### src/logic/agcs_defs.vh
// Register map, field layout, reset values and decode tables for the AGC and carrier-sense block.
`ifndef AGCS_DEFS_VH
`define AGCS_DEFS_VH

// ----------------------------------------------------------------
// Register addresses
// ----------------------------------------------------------------
`define AGCS_ADDR_W 6
`define AGCS_TARGET_ADDR 6'h1b
`define AGCS_CS_CFG_ADDR 6'h1c
`define AGCS_LOOP_ADDR 6'h1d
`define AGCS_STATUS_ADDR 6'h34

// ----------------------------------------------------------------
// Reset values
// ----------------------------------------------------------------
`define AGCS_TARGET_RST 8'h03
`define AGCS_CS_CFG_RST 8'h40
`define AGCS_LOOP_RST 8'h91

// ----------------------------------------------------------------
// Field positions
// ----------------------------------------------------------------
`define AGCS_CS_UNUSED_BIT 7
`define AGCS_PRIO_BIT 6
`define AGCS_REL_HI 5
`define AGCS_REL_LO 4
`define AGCS_ABS_HI 3
`define AGCS_ABS_LO 0
`define AGCS_TGT_HI 2
`define AGCS_TGT_LO 0
`define AGCS_HYST_HI 7
`define AGCS_HYST_LO 6
`define AGCS_WAIT_HI 5
`define AGCS_WAIT_LO 4

// ----------------------------------------------------------------
// Codes and decode values
// ----------------------------------------------------------------
`define AGCS_ABS_DISABLE 4'h8
`define AGCS_REL_DISABLE 2'h0
`define AGCS_REL_RISE_01 10'd6
`define AGCS_REL_RISE_10 10'd10
`define AGCS_REL_RISE_11 10'd14
`define AGCS_WAIT_STEP 6'd8
`define AGCS_HYST_UP_00 10'd1
`define AGCS_HYST_UP_01 10'd2
`define AGCS_HYST_UP_10 10'd4
`define AGCS_HYST_UP_11 10'd6
`define AGCS_HYST_DN_00 10'd1
`define AGCS_HYST_DN_01 10'd1
`define AGCS_HYST_DN_10 10'd2
`define AGCS_HYST_DN_11 10'd3

`endif

### src/logic/agcs_top.v
// AGC gain loop, carrier-sense configuration and register port.
`timescale 1ns/1ps
`default_nettype none
`include "agcs_defs.vh"

module agcs_top #(
  parameter STAGE_MAX = 3'd7,
  parameter STEP_DB = 10'd3
) (
  input wire CLK,
  input wire RESET,
  input wire [`AGCS_ADDR_W-1:0] REG_ADDR,
  input wire [7:0] REG_WDATA,
  input wire REG_WE,
  input wire REG_RE,
  output reg [7:0] REG_RDATA,
  input wire SAMPLE_STB,
  input wire [7:0] SAMPLE_AMP,
  output reg [2:0] LNA1_GAIN_RED,
  output reg [2:0] LNA2_GAIN_RED,
  output reg GAIN_WAITING,
  output wire CARRIER_SENSE
);

  // ----------------------------------------------------------------
  // Decode functions
  // ----------------------------------------------------------------
  function [9:0] target_db;
    input [2:0] code;
    begin
      case (code)
        3'h0: target_db = 10'd24;
        3'h1: target_db = 10'd27;
        3'h2: target_db = 10'd30;
        3'h3: target_db = 10'd33;
        3'h4: target_db = 10'd36;
        3'h5: target_db = 10'd38;
        3'h6: target_db = 10'd40;
        default: target_db = 10'd42;
      endcase
    end
  endfunction

  function [9:0] hyst_up;
    input [1:0] code;
    begin
      case (code)
        2'h0: hyst_up = `AGCS_HYST_UP_00;
        2'h1: hyst_up = `AGCS_HYST_UP_01;
        2'h2: hyst_up = `AGCS_HYST_UP_10;
        default: hyst_up = `AGCS_HYST_UP_11;
      endcase
    end
  endfunction

  function [9:0] hyst_dn;
    input [1:0] code;
    begin
      case (code)
        2'h0: hyst_dn = `AGCS_HYST_DN_00;
        2'h1: hyst_dn = `AGCS_HYST_DN_01;
        2'h2: hyst_dn = `AGCS_HYST_DN_10;
        default: hyst_dn = `AGCS_HYST_DN_11;
      endcase
    end
  endfunction

  // Saturation is checked by the caller; these only step the code.
  function [2:0] inc_red;
    input [2:0] red;
    begin
      inc_red = red + 3'd1;
    end
  endfunction

  function [2:0] dec_red;
    input [2:0] red;
    begin
      dec_red = red - 3'd1;
    end
  endfunction

  // ----------------------------------------------------------------
  // Configuration registers
  // ----------------------------------------------------------------
  reg [7:0] tgt_reg_q;
  reg [6:0] cs_cfg_q;
  reg [7:0] loop_q;
  localparam [7:0] CS_CFG_RST = `AGCS_CS_CFG_RST;

  wire prio;
  wire [1:0] rel_code;
  wire [3:0] abs_code;
  wire [2:0] tgt_code;
  wire [1:0] hyst_code;
  wire [1:0] wait_code;

  assign prio = cs_cfg_q[`AGCS_PRIO_BIT];
  assign rel_code = cs_cfg_q[`AGCS_REL_HI:`AGCS_REL_LO];
  assign abs_code = cs_cfg_q[`AGCS_ABS_HI:`AGCS_ABS_LO];
  assign tgt_code = tgt_reg_q[`AGCS_TGT_HI:`AGCS_TGT_LO];
  assign hyst_code = loop_q[`AGCS_HYST_HI:`AGCS_HYST_LO];
  assign wait_code = loop_q[`AGCS_WAIT_HI:`AGCS_WAIT_LO];

  always @(posedge CLK) begin
    if (RESET) begin
      tgt_reg_q <= `AGCS_TARGET_RST;
      cs_cfg_q <= CS_CFG_RST[6:0];
      loop_q <= `AGCS_LOOP_RST;
    end else if (REG_WE) begin
      case (REG_ADDR)
        `AGCS_TARGET_ADDR: begin
          tgt_reg_q <= REG_WDATA;
        end
        `AGCS_CS_CFG_ADDR: begin
          cs_cfg_q <= REG_WDATA[6:0];
        end
        `AGCS_LOOP_ADDR: begin
          loop_q <= REG_WDATA;
        end
        default: begin
          loop_q <= loop_q;
        end
      endcase
    end
  end

  // ----------------------------------------------------------------
  // Read port
  // ----------------------------------------------------------------
  reg [7:0] rd_d;
  wire [7:0] status_word;

  // Status byte: carrier, settling flag, then both stage reductions.
  assign status_word = {CARRIER_SENSE, GAIN_WAITING, LNA1_GAIN_RED, LNA2_GAIN_RED};

  always @* begin
    case (REG_ADDR)
      `AGCS_TARGET_ADDR: rd_d = tgt_reg_q;
      `AGCS_CS_CFG_ADDR: rd_d = {1'b0, cs_cfg_q};
      `AGCS_LOOP_ADDR: rd_d = loop_q;
      `AGCS_STATUS_ADDR: rd_d = status_word;
      default: rd_d = 8'h00;
    endcase
  end

  always @(posedge CLK) begin
    if (RESET) begin
      REG_RDATA <= 8'h00;
    end else if (REG_RE) begin
      REG_RDATA <= rd_d;
    end
  end

  // ----------------------------------------------------------------
  // Gain loop
  // ----------------------------------------------------------------
  localparam ST_TRACK = 1'b0;
  localparam ST_WAIT = 1'b1;

  reg state_q;
  reg [5:0] wait_cnt_q;
  reg [2:0] lna1_d;
  reg [2:0] lna2_d;
  reg lower_req;
  reg raise_req;
  reg state_d;
  reg [5:0] wait_cnt_d;
  reg waiting_d;

  wire [9:0] tgt_db;
  wire [9:0] amp;
  wire [9:0] red_db;
  wire [9:0] strength;
  wire [5:0] wait_len;
  wire gain_move;

  assign tgt_db = target_db(tgt_code);
  assign amp = {2'b00, SAMPLE_AMP};
  assign red_db = ({7'd0, LNA1_GAIN_RED} + {7'd0, LNA2_GAIN_RED}) * STEP_DB;
  assign strength = amp + red_db;
  assign wait_len = {4'd0, wait_code} * `AGCS_WAIT_STEP + `AGCS_WAIT_STEP;
  // A step is wanted whenever either stage would take a new code.
  assign gain_move = (lna1_d != LNA1_GAIN_RED) || (lna2_d != LNA2_GAIN_RED);

  // Dead zone: above target plus upper margin lowers gain, below minus lower raises.
  always @* begin
    lower_req = (amp > tgt_db + hyst_up(hyst_code));
    raise_req = (amp + hyst_dn(hyst_code) < tgt_db);
  end

  always @* begin
    lna1_d = LNA1_GAIN_RED;
    lna2_d = LNA2_GAIN_RED;
    if (lower_req) begin
      if (prio) begin
        if (LNA1_GAIN_RED != STAGE_MAX) begin
          lna1_d = inc_red(LNA1_GAIN_RED);
        end else if (LNA2_GAIN_RED != STAGE_MAX) begin
          lna2_d = inc_red(LNA2_GAIN_RED);
        end
      end else begin
        if (LNA2_GAIN_RED != STAGE_MAX) begin
          lna2_d = inc_red(LNA2_GAIN_RED);
        end else if (LNA1_GAIN_RED != STAGE_MAX) begin
          lna1_d = inc_red(LNA1_GAIN_RED);
        end
      end
    end else if (raise_req) begin
      // Gain comes back in the reverse order of its removal.
      if (prio) begin
        if (LNA2_GAIN_RED != 3'd0) begin
          lna2_d = dec_red(LNA2_GAIN_RED);
        end else if (LNA1_GAIN_RED != 3'd0) begin
          lna1_d = dec_red(LNA1_GAIN_RED);
        end
      end else begin
        if (LNA1_GAIN_RED != 3'd0) begin
          lna1_d = dec_red(LNA1_GAIN_RED);
        end else if (LNA2_GAIN_RED != 3'd0) begin
          lna2_d = dec_red(LNA2_GAIN_RED);
        end
      end
    end
  end

  // Settling wait: a gain step arms the counter, each later sample counts it down.
  always @* begin
    state_d = state_q;
    wait_cnt_d = wait_cnt_q;
    waiting_d = GAIN_WAITING;
    case (state_q)
      ST_TRACK: begin
        if (gain_move) begin
          wait_cnt_d = wait_len;
          state_d = ST_WAIT;
          waiting_d = 1'b1;
        end
      end
      ST_WAIT: begin
        if (wait_cnt_q == 6'd1) begin
          state_d = ST_TRACK;
          waiting_d = 1'b0;
        end
        wait_cnt_d = wait_cnt_q - 6'd1;
      end
      default: begin
        state_d = ST_TRACK;
        waiting_d = 1'b0;
      end
    endcase
  end

  // Gains and the wait state move only on a sample strobe.
  always @(posedge CLK) begin
    if (RESET) begin
      state_q <= ST_TRACK;
      wait_cnt_q <= 6'd0;
      LNA1_GAIN_RED <= 3'd0;
      LNA2_GAIN_RED <= 3'd0;
      GAIN_WAITING <= 1'b0;
    end else if (SAMPLE_STB) begin
      state_q <= state_d;
      wait_cnt_q <= wait_cnt_d;
      GAIN_WAITING <= waiting_d;
      if (state_q == ST_TRACK) begin
        LNA1_GAIN_RED <= lna1_d;
        LNA2_GAIN_RED <= lna2_d;
      end
    end
  end

  // ----------------------------------------------------------------
  // Carrier sense
  // ----------------------------------------------------------------
  agcs_cs_detect u_cs (
    .clk(CLK),
    .reset(RESET),
    .sample_stb(SAMPLE_STB),
    .strength(strength),
    .target_db(tgt_db),
    .abs_code(abs_code),
    .rel_code(rel_code),
    .carrier_q(CARRIER_SENSE)
  );

endmodule
`default_nettype wire

### src/logic/agcs_cs_detect.v
// Carrier-sense decision from input-referred signal strength.
`timescale 1ns/1ps
`default_nettype none
`include "agcs_defs.vh"

module agcs_cs_detect (
  input wire clk,
  input wire reset,
  input wire sample_stb,
  input wire [9:0] strength,
  input wire [9:0] target_db,
  input wire [3:0] abs_code,
  input wire [1:0] rel_code,
  output reg carrier_q
);

  // ----------------------------------------------------------------
  // Threshold decode
  // ----------------------------------------------------------------
  function [9:0] rel_rise;
    input [1:0] code;
    begin
      case (code)
        2'h1: rel_rise = `AGCS_REL_RISE_01;
        2'h2: rel_rise = `AGCS_REL_RISE_10;
        default: rel_rise = `AGCS_REL_RISE_11;
      endcase
    end
  endfunction

  reg [9:0] base_q;
  wire [9:0] abs_thr;
  wire [10:0] rel_thr;
  wire abs_hit;
  wire rel_hit;

  // Target plus sign-extended offset; always positive for legal targets.
  assign abs_thr = target_db + {{6{abs_code[3]}}, abs_code};
  assign abs_hit = (abs_code != `AGCS_ABS_DISABLE) && (strength >= abs_thr);
  assign rel_thr = {1'b0, base_q} + {1'b0, rel_rise(rel_code)};
  assign rel_hit = (rel_code != `AGCS_REL_DISABLE) && ({1'b0, strength} >= rel_thr);

  // ----------------------------------------------------------------
  // Baseline tracking and decision
  // ----------------------------------------------------------------
  always @(posedge clk) begin
    if (reset) begin
      base_q <= 10'h3ff;
      carrier_q <= 1'b0;
    end else if (sample_stb) begin
      // Baseline follows drops at once and creeps up 1 dB per sample.
      if (strength < base_q) begin
        base_q <= strength;
      end else if (strength > base_q) begin
        base_q <= base_q + 10'd1;
      end
      carrier_q <= abs_hit | rel_hit;
    end
  end

endmodule
`default_nettype wire

### config.mk
export PLATFORM = sky130hd
export DESIGN_NAME = agcs_top
export DESIGN_NICKNAME = d
export VERILOG_FILES = /design/src/logic/agcs_top.v /design/src/logic/agcs_cs_detect.v
export VERILOG_INCLUDE_DIRS = /design/src /design/src/logic
export SDC_FILE = /design/constraint.sdc
export NUM_CORES = 1
export LEC_CHECK = 0
export BUFFER_PORTS_ARGS = -buffer_cell sky130_fd_sc_hd__buf_2
export CORE_MARGIN = 3
export CORE_UTILIZATION = 40
export CTS_BUF_LIST = sky130_fd_sc_hd__clkbuf_8 sky130_fd_sc_hd__clkbuf_16
export CTS_CLUSTER_SIZE = 14
export DETAILED_ROUTE_END_ITERATION = 8
export PLACE_DENSITY_LB_ADDON = 0.25
export SYNTH_ARGS = -nofsm -noshare
export SYNTH_HDL_FRONTEND = slang
export SYNTH_SLANG_ARGS = --single-unit
### constraint.sdc
create_clock -name CLK -period 4.25 [get_ports CLK]
set_input_delay 0.6375 -clock CLK [delete_from_list [all_inputs] [get_ports CLK]]
set_output_delay 0.6375 -clock CLK [all_outputs]
set_load 0.01 [all_outputs]
# Word level (Yosys, flattened, before mapping)
# Cells that the tools add are included.
# classes
n_eq_ne	22
mul	1
n_addsub	13
order_cmp	6
n_mux	31
reduce_logical	17
bitwise_logic	2
# ops
operator	count
$mux W3	16
$pmux W6 S7	1
$pmux W8 S4	1
$mux W10	2
$eq A6 B5 Y1 const B	3
$pmux W6 S2	1
$reduce_and A2 Y1	6
$add A10 B4 Y11	1
$ge A9 B11 Y1	1
$add A10 B1 Y10 const B	1
$add A10 B10 Y10	1
$add A8 B10 Y10	1
$ge A9 B10 Y1	1
$gt A8 B10 Y1	1
$gt A9 B10 Y1	1
$lt A10 B10 Y1	1
$lt A9 B10 Y1	1
$add A8 B6 Y9	1
$eq A3 B3 Y1 const B	3
$pmux W3 S3	1
$add A7 B4 Y8	1
$pmux W4 S2	1
$add A3 B1 Y3 const B	2
$add A5 B4 Y6 const B	1
other kinds (29)	42
# word_totals
input_bits	27
output_inout_bits	16
regBits	56
word_cells	103

# Depth between registers and ports, before layout
# Gate-level depths: netlist of the first run.
# depth
depth_word	11
mapped_depth	21
depth_no_buf	20

# Modules after synthesis
# From an unflattened synthesis of the first run, not the netlist that was laid out.
# unflattened
cells_unflattened	666
hier_area_um2	5268.8
# modules_own_cells
module	area_per_inst_um2	cells_each	n_inst
agcs_top	3417.0	434	1
agcs_cs_detect	1851.8	232	1

# Least setup slack after synthesis of the first run
# OpenSTA, ideal clock, no wires.
# synth_path
path_kind	flip-flop to flip-flop
start	register LNA1_GAIN_RED[0]
end	register u_cs.base_q[4]
stages_incl_launch_ff	22
t_arrival_ps	4543
path_buffers	1
required_ps	4128
setup_slack_ps	-415
path_cell_list	dfxtp_1 > ha_1 > inv_1 > fa_1 > inv_1 > fa_1 > ha_1 > fa_1 > a21o_1 > a21oi_1 > nor2b_1 > o21ai_0 > xnor2_1 > ha_1 > a21o_1 > a21oi_1 > nor2_1 > a211o_1 > clkbuf_1 > nor2_1 > a31oi_1 > o32a_1
# synth_via
elab_chain_len	6
elab_cells_between_ends	8
classes_between	add/sub: 2; mul: 1; order compare: 2; mux: 1; reduce/logical: 2
# synth_rtl
element	line_no	source
from (decl)	agcs_top.v:19	output reg [2:0] LNA1_GAIN_RED,
from (signal assigned)	agcs_top.v:267	LNA1_GAIN_RED <= lna1_d;
$add A3 B3 Y4 *	agcs_top.v:180	assign red_db = ({7'd0, LNA1_GAIN_RED} + {7'd0, LNA2_GAIN_RED}) * STEP_DB;
$mul A4 B2 Y6 *	agcs_top.v:180	
$add A8 B6 Y9 *	agcs_top.v:181	assign strength = amp + red_db;
$gt A9 B10 Y1 / $lt A9 B10 Y1 (equally long branches)	agcs_cs_detect.v:54, agcs_cs_detect.v:52	
$reduce_bool A2 Y1 (no source line)	n/a	
$reduce_and A2 Y1 (no source line)	n/a	
to (signal assigned)	agcs_cs_detect.v:53	base_q <= strength;
to (signal assigned)	agcs_cs_detect.v:55	base_q <= base_q + 10'd1;
to (decl)	agcs_cs_detect.v:31	reg [9:0] base_q;
# Mark *: on every way between the ends. The rest lies on a longest branch, timed or not.
# A chain may end at the register's enable or synchronous reset.

# Worst setup path in the final report of the first run
# layout_path
start	register LNA2_GAIN_RED[0]
end	register u_cs.base_q[8]
# layout_via
elab_chain_len	6
elab_cells_between_ends	8
classes_between	add/sub: 2; mul: 1; order compare: 2; mux: 1; reduce/logical: 2
# layout_rtl
element	line_no	source
from (decl)	agcs_top.v:20	output reg [2:0] LNA2_GAIN_RED,
from (signal assigned)	agcs_top.v:268	LNA2_GAIN_RED <= lna2_d;
$add A3 B3 Y4 *	agcs_top.v:180	
$mul A4 B2 Y6 *	agcs_top.v:180	
$add A8 B6 Y9 *	agcs_top.v:181	
$gt A9 B10 Y1 / $lt A9 B10 Y1 (equally long branches)	agcs_cs_detect.v:54, agcs_cs_detect.v:52	
$reduce_bool A2 Y1 (no source line)	n/a	
$reduce_and A2 Y1 (no source line)	n/a	
# Marks and branches as above.

==> results.ini, run 1 <==
[status]
outcome = complete, but fails checks
violations = setup timing

[cells_and_area]
drive_above_1_share = 0.207
final_cell_mix = a21oi_1 (75), ha_1 (69), dfxtp_1 (52)
multi_input_area_mm2 = 0.00373
syn_to_final_growth_pct = 18.2
regArea_mm2 = 0.00113
layout_commonest_cell = a21oi_1
final_nets = 791
final_area_mm2 = 0.00588
fillerInstances = 1161
n_antenna_cell = 0

[synth]
synth_cell_type_count = 65
synthCells = 621
ys_seq_elements = 56
yosysSeqAreaShare = 0.225
yosys-top-cells-area = dfxtp_1 (23%), ha_1 (18%), a21oi_1 (7.9%), nand3_1 (4.6%), nand2_1 (3.8%)
ys.flop_type = dfxtp_1
synthArstFlopShare = 0
yosysTopAreaCell = dfxtp_1
synth_top_area_frac = 0.225
synth.net_count = 728
avgSynthCellArea_um2 = 8.01
syn_area_mm2 = 0.00497
yosys_warnings = 0
synth-edff-count = 0

[route]
vias = 4786
drt-total-wl_um = 13800
vias_per_cell = 5.61
routed.top_layer = met4
wl_met1_um = 6410
avgRoutedWirePerCell_um = 16.2
wl_met2_um = 6560
route.met3.wl_um = 666
drtAntennaViolNets = 0
route.detailed.drc = 0
dr.first_iter.drc_count = 402
dr.pass1.iters = 5

[global_routing]
grt_pass1_vias = 4552
grt_use_total = 0.194
grt_pass1_wl_um = 22300
grt_max_degree = 51
grt_overflow = 0
grt_antenna_before_repair = 0

[timing]
fin_tns_setup_ps = -930
fin_crit_ps = 4410
max_slew.worst_pin.slew_ps = 1140
setup_viol = 10
finalMaxSlewViolations = 0
finalHoldViolCount = 0
rsz0062_at_grt = yes
timing.fmax_ghz = 0.227
period_share = 1.04
worst_slack_ps = -155
skew_ps = 8.66
slew_headroom = 0.234

[worst_setup_path]
cp.required_ps = 4440
r2r_start = LNA2_GAIN_RED[0]
worstSetupEndpointType = flop
r2r-end = u_cs.base_q[8]
crit_fanout = 7
ff2ff_path_depth = 21
cp.arrival_ps = 4600
rrSetupSlack_ps = -160
worstSetupPathType = flop to flop
startpoint_type = flop

[placed_design]
dp_hpwl_um = 10800
port-buffer-count = 42
place_area_mm2 = 0.00556
dp_slack_ps = -234
place_congestion = 0.843

[hold_path]
min_path_cells = 2
hold_path_end = loop_q[2]
hold_start = loop_q[2]
hold_class = flop to flop

[power_and_ir_drop]
leakage_nw = 2.59
seq_power_share = 0.365
ir_worst_vdd_uv = 179
p_comb_frac = 0.352
internal_power_w = 0.00102
p_sw_w = 0.000570
pwr-share-clk = 0.283
p_sw_frac = 0.359
p_per_area_mw_per_mm2 = 270

[clock_network]
h-tree-depth = 2
clk_pin_slew_ps = 80
cts_tree = yes
cts.sinks = 56
cts_buffer_depth = 2
cts_buffers = 5
clockRootBuffer = clkbuf_16
clk_latency_ps = 310

[floorplanning]
std_cell_rows = 40
die_h_um = 118
start_util = 0.412
dieArea_mm2 = 0.0138
die_x_um = 118
coreArea_mm2 = 0.0121
io_pins = 43

[flow_run]
drv_cap = 0

how the worst max path moves through the flow:
stage                     startpoint              to  depth (start not counted)
floorplan           LNA1_GAIN_RED[0]  u_cs.base_q[6]                         21
global placement    LNA2_GAIN_RED[0]  u_cs.base_q[6]                         21
detailed placement  LNA2_GAIN_RED[0]  u_cs.base_q[0]                         20
CTS                 LNA2_GAIN_RED[0]  u_cs.base_q[8]                         21
global route        LNA2_GAIN_RED[0]  u_cs.base_q[0]                         21
finish              LNA2_GAIN_RED[0]  u_cs.base_q[8]                         21
power groups by stage:
stage / Combinational [W] / Clock, W / Sequential, W
5_1_grt: 0.000626 / 0.000474 / 0.000582
3_3_place_gp: 0.000510 / 0 / 0.000588
2_1_floorplan: 0.000363 / 0 / 0.000581
3_5_place_dp: 0.000524 / 0 / 0.000589
6_report: 0.000558 / 0.000449 / 0.000579
4_1_cts: 0.000541 / 0.000455 / 0.000577
cells in the mapped netlist (3+ instances only):
cell type / number
a21oi_1: 79
a21o_1: 12
nor2_1: 42
o21ai_0: 21
or3_1: 3
ha_1: 71
a31oi_1: 4
a31o_2: 4
a22oi_1: 15
nor2b_1: 14
nand2_1: 50
nand2b_1: 9
xor2_1: 7
a211oi_1: 7
clkbuf_1: 17
inv_1: 40
and3_1: 3
o21ai_1: 3
fa_1: 9
o32a_1: 5
nand3_1: 46
mux2i_1: 5
xnor2_1: 18
nor3_1: 14
nand4_1: 6
dfxtp_1: 56
o22ai_1: 3
o21bai_1: 5
nor3b_2: 3
area by class of cell:
| class | instances | share of cell area |
|---|---|---|
| multi-input combinational | 502 | 0.635 |
| sequential | 56 | 0.192 |
| clock inverter | 3 | 0.00489 |
| inverter | 40 | 0.0255 |
| clock buffer | 5 | 0.0213 |
| tap | 168 | 0.0357 |
| timing repair buffer | 79 | 0.0855 |
kinds of logic after synthesis:
kind of cell    after synthesis  share of synthesized area
other cells                   1                   0.000754
xor+xnor                     25                     0.0440
simple gates                206                      0.209
compound gates              184                      0.241
mux                           6                     0.0123
flops                        56                      0.225
buf+inv                      63                     0.0523
fa+ha+maj                    80                      0.215
sequential cells by signal, indices dropped and copies added (netlist names):
| register | count |
|---|---|
| GAIN_WAITING | 1 |
| REG_RDATA | 8 |
| wait_cnt_q | 6 |
| LNA2_GAIN_RED | 3 |
| state_q | 1 |
| cs_cfg_q | 7 |
| u_cs.base_q | 10 |
| u_cs.carrier_q | 1 |
| tgt_reg_q | 8 |
| loop_q | 8 |
| LNA1_GAIN_RED | 3 |
critical path, cell delays in order (launching register included):
cell and delay [ps]:
dfxtp_4 360, ha_4 130, inv_2 30, fa_1 490, inv_2 50, fa_1 440, ha_2 200, fa_2 340
a21o_1 180, a21oi_2 140, nor2b_1 60, o21ai_1 160, xnor2_1 160, ha_1 270, a21o_1 200, a21oi_2 190
nor2_1 80, a211o_4 320, buf_6 160, nor2_4 90, a41oi_2 50, o32a_1 200
what timing repair did:
item / 4_1_cts / 5_1_grt
buffers inserted: 3 / 3
pin swaps: 19 / 20
hold endpoints to repair: 0 / 0
hold buffers: 0 / 0
resized for setup: 17 / 19
endpoints found under the setup margin: 10 / 11
through the flow:
stage | hold slack, ps | total power [W] | utilization | instances
floorplan | 436 | 0.000944 | - | 621
global placement | 442 | 0.00110 | 0.461 | 839
detailed placement | 446 | 0.00111 | 0.461 | 839
CTS | 457 | 0.00157 | 0.480 | 850
global route | 476 | 0.00168 | 0.488 | 853
finish | 457 | 0.00159 | 0.488 | 853
metal layers:
layer	up-vias	GRT usage
met5	-	0
met4	0	0.0476
met3	16	0.0245
met1	2253	0.261
met2	129	0.332
li1	2388	-
Note: power is estimated with default switching activity, not from simulation.
==> run 2: changes to the inputs <==
--- a/config.mk
+++ b/config.mk
@@ -13,6 +13,7 @@
 export CTS_CLUSTER_SIZE = 14
 export DETAILED_ROUTE_END_ITERATION = 8
 export PLACE_DENSITY_LB_ADDON = 0.25
+export REMOVE_ABC_BUFFERS = 1
 export SYNTH_ARGS = -nofsm -noshare
 export SYNTH_HDL_FRONTEND = slang
 export SYNTH_SLANG_ARGS = --single-unit
==> run 2 against run 1 <==
Compared with the run above: the flow still finishes with violations (setup timing); worst hold slack better by 2.7 ps; register-to-register slack better by 20 ps; via count is 0.50% higher; flip-flop and latch count stayed put; first-iteration DRC count is 29% lower; final area is 1.1% higher; die area stayed put; sequential power hardly changed; clock skew is 5.6 ps higher; sequential share of layout area is 0.33 points lower; global-route usage is 0.32 points higher.
==> results.ini, run 2 (synthesis results as in run 1) <==
[status]
outcome = complete, but fails checks
violations = setup timing

[worst_setup_path]
worstSetupPathType = flop to flop
worstSetupEndpointType = flop
cp.required_ps = 4430  ; about the same
worstPathCellList = ha_4 -> inv_2 -> fa_2 -> inv_2 -> fa_1 -> ha_2 -> fa_2 -> a21o_1 -> a21oi_2 -> nor2b_1 -> o21ai_1 -> xnor2_1 -> ha_1 -> a21o_1 -> a21oi_2 -> nor2_1 -> a211o_4 -> buf_12 -> buf_12 -> mux2i_1 -> a21oi_1
rrSetupSlack_ps = -130  ; +20 ps
cp.arrival_ps = 4570  ; -30 ps
startpoint_type = flop
cpMaxStageDelayCell = fa_2
crit_fanout = 7  ; unchanged
cpPeakStageDelay_ps = 520  ; +30 ps

[floorplanning]
start_util = 0.412  ; unchanged
die_h_um = 118  ; unchanged
die_x_um = 118  ; unchanged
coreArea_mm2 = 0.0121  ; unchanged
dieArea_mm2 = 0.0138  ; unchanged
io_pins = 43  ; unchanged
std_cell_rows = 40  ; unchanged

[clock_network]
cts_buffer_depth = 2  ; unchanged
h-tree-depth = 2  ; unchanged
cts.sinks = 56  ; unchanged
clk_pin_slew_ps = 80  ; about the same
cts_buffers = 5  ; unchanged
cts_tree = yes
clockRootBuffer = clkbuf_16
ctsHoldBuffers = 0  ; unchanged
clk_latency_ps = 300  ; about the same

[cells_and_area]
multi_input_area_mm2 = 0.00374  ; +0.10%
n_antenna_cell = 0  ; unchanged
regArea_mm2 = 0.00112  ; -0.66%
regMostFlops = u_cs.base_q
stdcell_count = 859  ; +0.70%
fillerInstances = 1177  ; +1.4%
layout_commonest_cell = a21oi_1
largest_reg_flops = 10  ; unchanged
final_nets = 797  ; +0.76%
syn_to_final_growth_pct = 19.5
final_cell_mix = a21oi_1 (76), ha_1 (67), dfxtp_1 (54)
drive_above_1_share = 0.205  ; -0.00180

[route]
avgRoutedWirePerCell_um = 16.4  ; +1.5%
route.detailed.drc = 0  ; unchanged
vias_per_cell = 5.60  ; -0.20%
drt-total-wl_um = 14100  ; +2.2%
vias = 4810  ; +0.50%
dr.first_iter.drc_count = 284  ; -29%
dr.pass1.iters = 5  ; unchanged
drtAntennaViolNets = 0  ; unchanged

[timing]
rsz0062_at_grt = yes
max_slew.worst_pin.slew_ps = 978  ; -163 ps
fin_crit_ps = 4380  ; -22.8 ps
setup_viol = 10  ; unchanged
fin_tns_setup_ps = -1030  ; -103 ps
period_share = 1.03  ; -0.00537
finalMaxSlewViolations = 0  ; unchanged
timing.fmax_ghz = 0.228  ; +0.52%
finalHoldViolCount = 0  ; unchanged
slew_headroom = 0.343  ; +0.110
worst_slack_ps = -133  ; +22.8 ps
holdWs_ps = 460  ; +2.66 ps
skew_ps = 14.3  ; +5.61 ps

[placed_design]
place_congestion = 0.937  ; +11%
port-buffer-count = 42  ; unchanged
dp_hpwl_um = 10800  ; +0.66%
post-place-cells = 843  ; +0.48%

[power_and_ir_drop]
p_per_area_mw_per_mm2 = 263  ; -2.3%
leakage_nw = 2.63  ; +1.3%
ir_worst_vdd_uv = 184  ; +2.7%
finalPower_w = 0.00157  ; -1.3%

[global_routing]
grt_use_total = 0.197  ; +0.00317
grt_pass1_wl_um = 22500  ; +0.81%
grt_max_degree = 36  ; -29%
grt_pass1_vias = 4487  ; -1.4%
grt_overflow = 0  ; unchanged
grt_antenna_before_repair = 0  ; unchanged

[hold_path]
hold_class = flop to flop

[flow_run]
drv_cap = 0  ; unchanged

[run 2: area by class of cell]
cell class	count	share of cell area
timing repair buffer	85	0.0972
clock buffer	5	0.0210
sequential	56	0.189
tap	168	0.0354
clock inverter	3	0.00358
inverter	40	0.0253
multi-input combinational	502	0.628
[run 2: repair_timing]
action,CTS,global route
endpoints found under the hold margin,0,0
gates cloned,1,0
setup endpoints to repair,11,16
pin swaps,16,9
buffers inserted,7,2
resized for setup,28,14
[run 2: final timing paths]
kind / start / end / cells after the start
max: LNA1_GAIN_RED[0] / u_cs.base_q[1] / 21
min: tgt_reg_q[3] / tgt_reg_q[3] / 2
max reg2reg: LNA1_GAIN_RED[0] / u_cs.base_q[1] / 21
min reg2reg: tgt_reg_q[3] / tgt_reg_q[3] / 2
[run 2: power breakdown]
part | total, W | switching [W] | leakage, nW | internal [W]
registers | 0.000580 | 0.0000339 | 0.457 | 0.000546
clock network | 0.000429 | 0.000209 | 0.0702 | 0.000220
logic | 0.000556 | 0.000310 | 2.10 | 0.000246
total | 0.00157 | 0.000553 | 2.63 | 0.00101
[run 2: layer usage]
layer,global-route usage,up-vias,part of all wire
li1,-,2389,-
met1,0.284,2267,0.48
met2,0.308,139,0.45
met3,0.0293,15,0.054
met4,0.0557,0,0.013
met5,0,-,0
[run 2: critical path, delay by kind of cell (launching register included)]
family          cells  cell delay (ps)
xor+xnor            1              160
simple gates        2              130
buf+inv             4              350
fa+ha+maj           6             1900
compound gates      7             1210
mux                 1              130
flops               1              360
[run 2: metrics by stage]
stage          worst slack [ps]  area (µm²)   util
2_1_floorplan              -548        4860      -
3_3_place_gp               -317        5570  0.462
3_5_place_dp               -469        5570  0.462
4_1_cts                    -183        5870  0.487
5_1_grt                    -384        5940  0.493
6_report                   -133        5940  0.493
==> run 3: changes to the inputs <==
--- a/config.mk
+++ b/config.mk
@@ -13,6 +13,7 @@
 export CTS_CLUSTER_SIZE = 14
 export DETAILED_ROUTE_END_ITERATION = 8
 export PLACE_DENSITY_LB_ADDON = 0.25
+export RECOVER_POWER = 25
 export REMOVE_ABC_BUFFERS = 1
 export SYNTH_ARGS = -nofsm -noshare
 export SYNTH_HDL_FRONTEND = slang
==> run 3 against run 2 <==
Compared with the run above: worst hold slack worse by 0.86 ps; global-route usage did not move; combinational power about the same; worst setup slack about the same; first-iteration DRC count grew 2.1%; critical endpoint unchanged; sequential share of layout area about the same; the run still ends with setup timing left.
==> results.ini, run 3 (synthesis results as in run 1) <==
[placed_design]
place_congestion = 0.937  ; unchanged
post-place-cells = 843  ; unchanged
dp_slack_ps = -469  ; unchanged
dp_hpwl_um = 10800  ; unchanged
port-buffer-count = 42  ; unchanged

[global_routing]
grt_use_total = 0.197  ; unchanged
grt_pass1_wl_um = 22500  ; unchanged
grt_antenna_before_repair = 0  ; unchanged
grt_overflow = 0  ; unchanged
grt_max_degree = 36  ; unchanged
grt_pass1_vias = 4487  ; unchanged

[worst_setup_path]
ff2ff_path_depth = 21  ; unchanged
cpMaxStageDelayCell = fa_2
r2r_start = LNA1_GAIN_RED[0]
cpPeakStageDelay_ps = 520  ; about the same
crit_fanout = 7  ; unchanged
worstSetupPathType = flop to flop
cp.required_ps = 4430  ; about the same
worstPathCellList = ha_4 -> inv_2 -> fa_2 -> inv_2 -> fa_1 -> ha_2 -> fa_2 -> a21o_1 -> a21oi_2 -> nor2b_1 -> o21ai_1 -> xnor2_1 -> ha_1 -> a21o_1 -> a21oi_2 -> nor2_1 -> a211o_4 -> buf_12 -> buf_12 -> mux2i_1 -> a21oi_1
startpoint_type = flop
r2r-end = u_cs.base_q[1]
cp.arrival_ps = 4570  ; about the same
rrSetupSlack_ps = -130  ; about the same
worstSetupEndpointType = flop

[timing]
setup_viol = 10  ; unchanged
finalHoldViolCount = 0  ; unchanged
slew_headroom = 0.338  ; -0.00495
fin_tns_setup_ps = -1040  ; -8.75 ps
max_slew.worst_pin.slew_ps = 985  ; +7.37 ps
period_share = 1.03  ; about the same
finalMaxSlewViolations = 0  ; unchanged
timing.fmax_ghz = 0.228  ; about the same
worst_slack_ps = -133  ; -0.462 ps
skew_ps = 14.6  ; +0.324 ps
rsz0062_at_grt = yes
fin_crit_ps = 4380  ; +0.462 ps

[cells_and_area]
n_antenna_cell = 0  ; unchanged
fillerInstances = 1186  ; +0.76%
drive_above_1_share = 0.191  ; -0.0145
final_nets = 797  ; unchanged
multi_input_area_mm2 = 0.00374  ; unchanged
regArea_mm2 = 0.00112  ; unchanged
regMostFlops = u_cs.base_q
layout_commonest_cell = a21oi_1
largest_reg_flops = 10  ; unchanged
finish.utilization = 0.492  ; -0.00104
stdcell_count = 859  ; unchanged
syn_to_final_growth_pct = 19.3
final_cell_mix = a21oi_1 (76), ha_1 (67), dfxtp_1 (54)

[hold_path]
hold_start = tgt_reg_q[3]
hold_class = flop to flop
hold_path_end = tgt_reg_q[3]
min_path_cells = 2  ; unchanged

[floorplanning]
start_util = 0.412  ; unchanged
dieArea_mm2 = 0.0138  ; unchanged
die_h_um = 118  ; unchanged
std_cell_rows = 40  ; unchanged
die_x_um = 118  ; unchanged
io_pins = 43  ; unchanged
coreArea_mm2 = 0.0121  ; unchanged

[clock_network]
h-tree-depth = 2  ; unchanged
cts.sinks = 56  ; unchanged
clk_pin_slew_ps = 80  ; about the same
cts_tree = yes
clk_latency_ps = 300  ; about the same
cts_buffer_depth = 2  ; unchanged
clockRootBuffer = clkbuf_16
cts_buffers = 5  ; unchanged

[route]
vias_per_cell = 5.60  ; about the same
route.detailed.drc = 0  ; unchanged
avgRoutedWirePerCell_um = 16.4  ; about the same
vias = 4814  ; +0.083%
drt-total-wl_um = 14100  ; about the same
dr.first_iter.drc_count = 290  ; +2.1%
drtAntennaViolNets = 0  ; unchanged
dr.pass1.iters = 5  ; unchanged

[status]
outcome = complete, but fails checks
violations = setup timing

[power_and_ir_drop]
leakage_nw = 2.58  ; -1.6%
ir_worst_vdd_uv = 184  ; about the same
finalPower_w = 0.00157  ; about the same
p_per_area_mw_per_mm2 = 264  ; +0.21%

[flow_run]
drv_cap = 0  ; unchanged

## run 3: changes by cell type in the layout (fill, tap and decap cells not counted), sizes merged
cell	before	now
clkbuf	5	15
buf	85	75
## run 3: cell type report
class                      count  share of cell area
inverter                      40              0.0253
clock buffer                   5              0.0211
timing repair buffer          85              0.0953
sequential                    56               0.189
tap                          168              0.0354
clock inverter                 3             0.00359
multi-input combinational    502               0.630
## run 3: repair_timing
item | CTS | global route
buffers inserted | 7 | 2
hold buffers | 0 | 0
setup endpoints to repair | 11 | 16
gates cloned | 1 | 0
gates resized for setup | 28 | 14
pin swaps | 16 | 9
## run 3: worst max-delay path by stage
stage          depth (start not counted)             start             end
2_1_floorplan                         20  LNA1_GAIN_RED[0]  u_cs.base_q[8]
5_1_grt                               21  LNA1_GAIN_RED[0]  u_cs.base_q[1]
6_report                              21  LNA1_GAIN_RED[0]  u_cs.base_q[1]
3_3_place_gp                          20  LNA1_GAIN_RED[0]  u_cs.base_q[2]
3_5_place_dp                          19  LNA1_GAIN_RED[0]  u_cs.base_q[0]
4_1_cts                               21  LNA1_GAIN_RED[0]  u_cs.base_q[1]
## run 3: per-layer routing
metal | global-route usage | vias to the layer above | routed length (µm) | part of all wire
met5 | 0 | - | 0 | 0
met2 | 0.308 | 132 | 6380 | 0.45
met1 | 0.284 | 2279 | 6800 | 0.48
li1 | - | 2389 | - | -
met4 | 0.0557 | 0 | 183 | 0.013
met3 | 0.0293 | 14 | 731 | 0.052
## run 3: power breakdown
group	internal, W	switching, W
registers	0.000546	0.0000340
clock network	0.000220	0.000209
logic	0.000245	0.000310
total	0.00101	0.000553
## run 3: worst max-delay path: cells and delay by family (launching register included)
family                   cells  cell delay (ps)
AO/OA/AOI/OAI                7             1210
buffers and inverters        4              350
adder cells (fa/ha/maj)      6             1900
XOR/XNOR                     1              160
multiplexers                 1              130
AND/OR/NAND/NOR              2              130
flip-flops                   1              360
## run 3: metrics by stage
step / hold slack, ps / cell area (µm²)
after global routing: 482 / 5930
after global placement: 445 / 5570
after detailed placement: 450 / 5570
after floorplan: 430 / 4860
after CTS: 461 / 5870
final: 459 / 5930
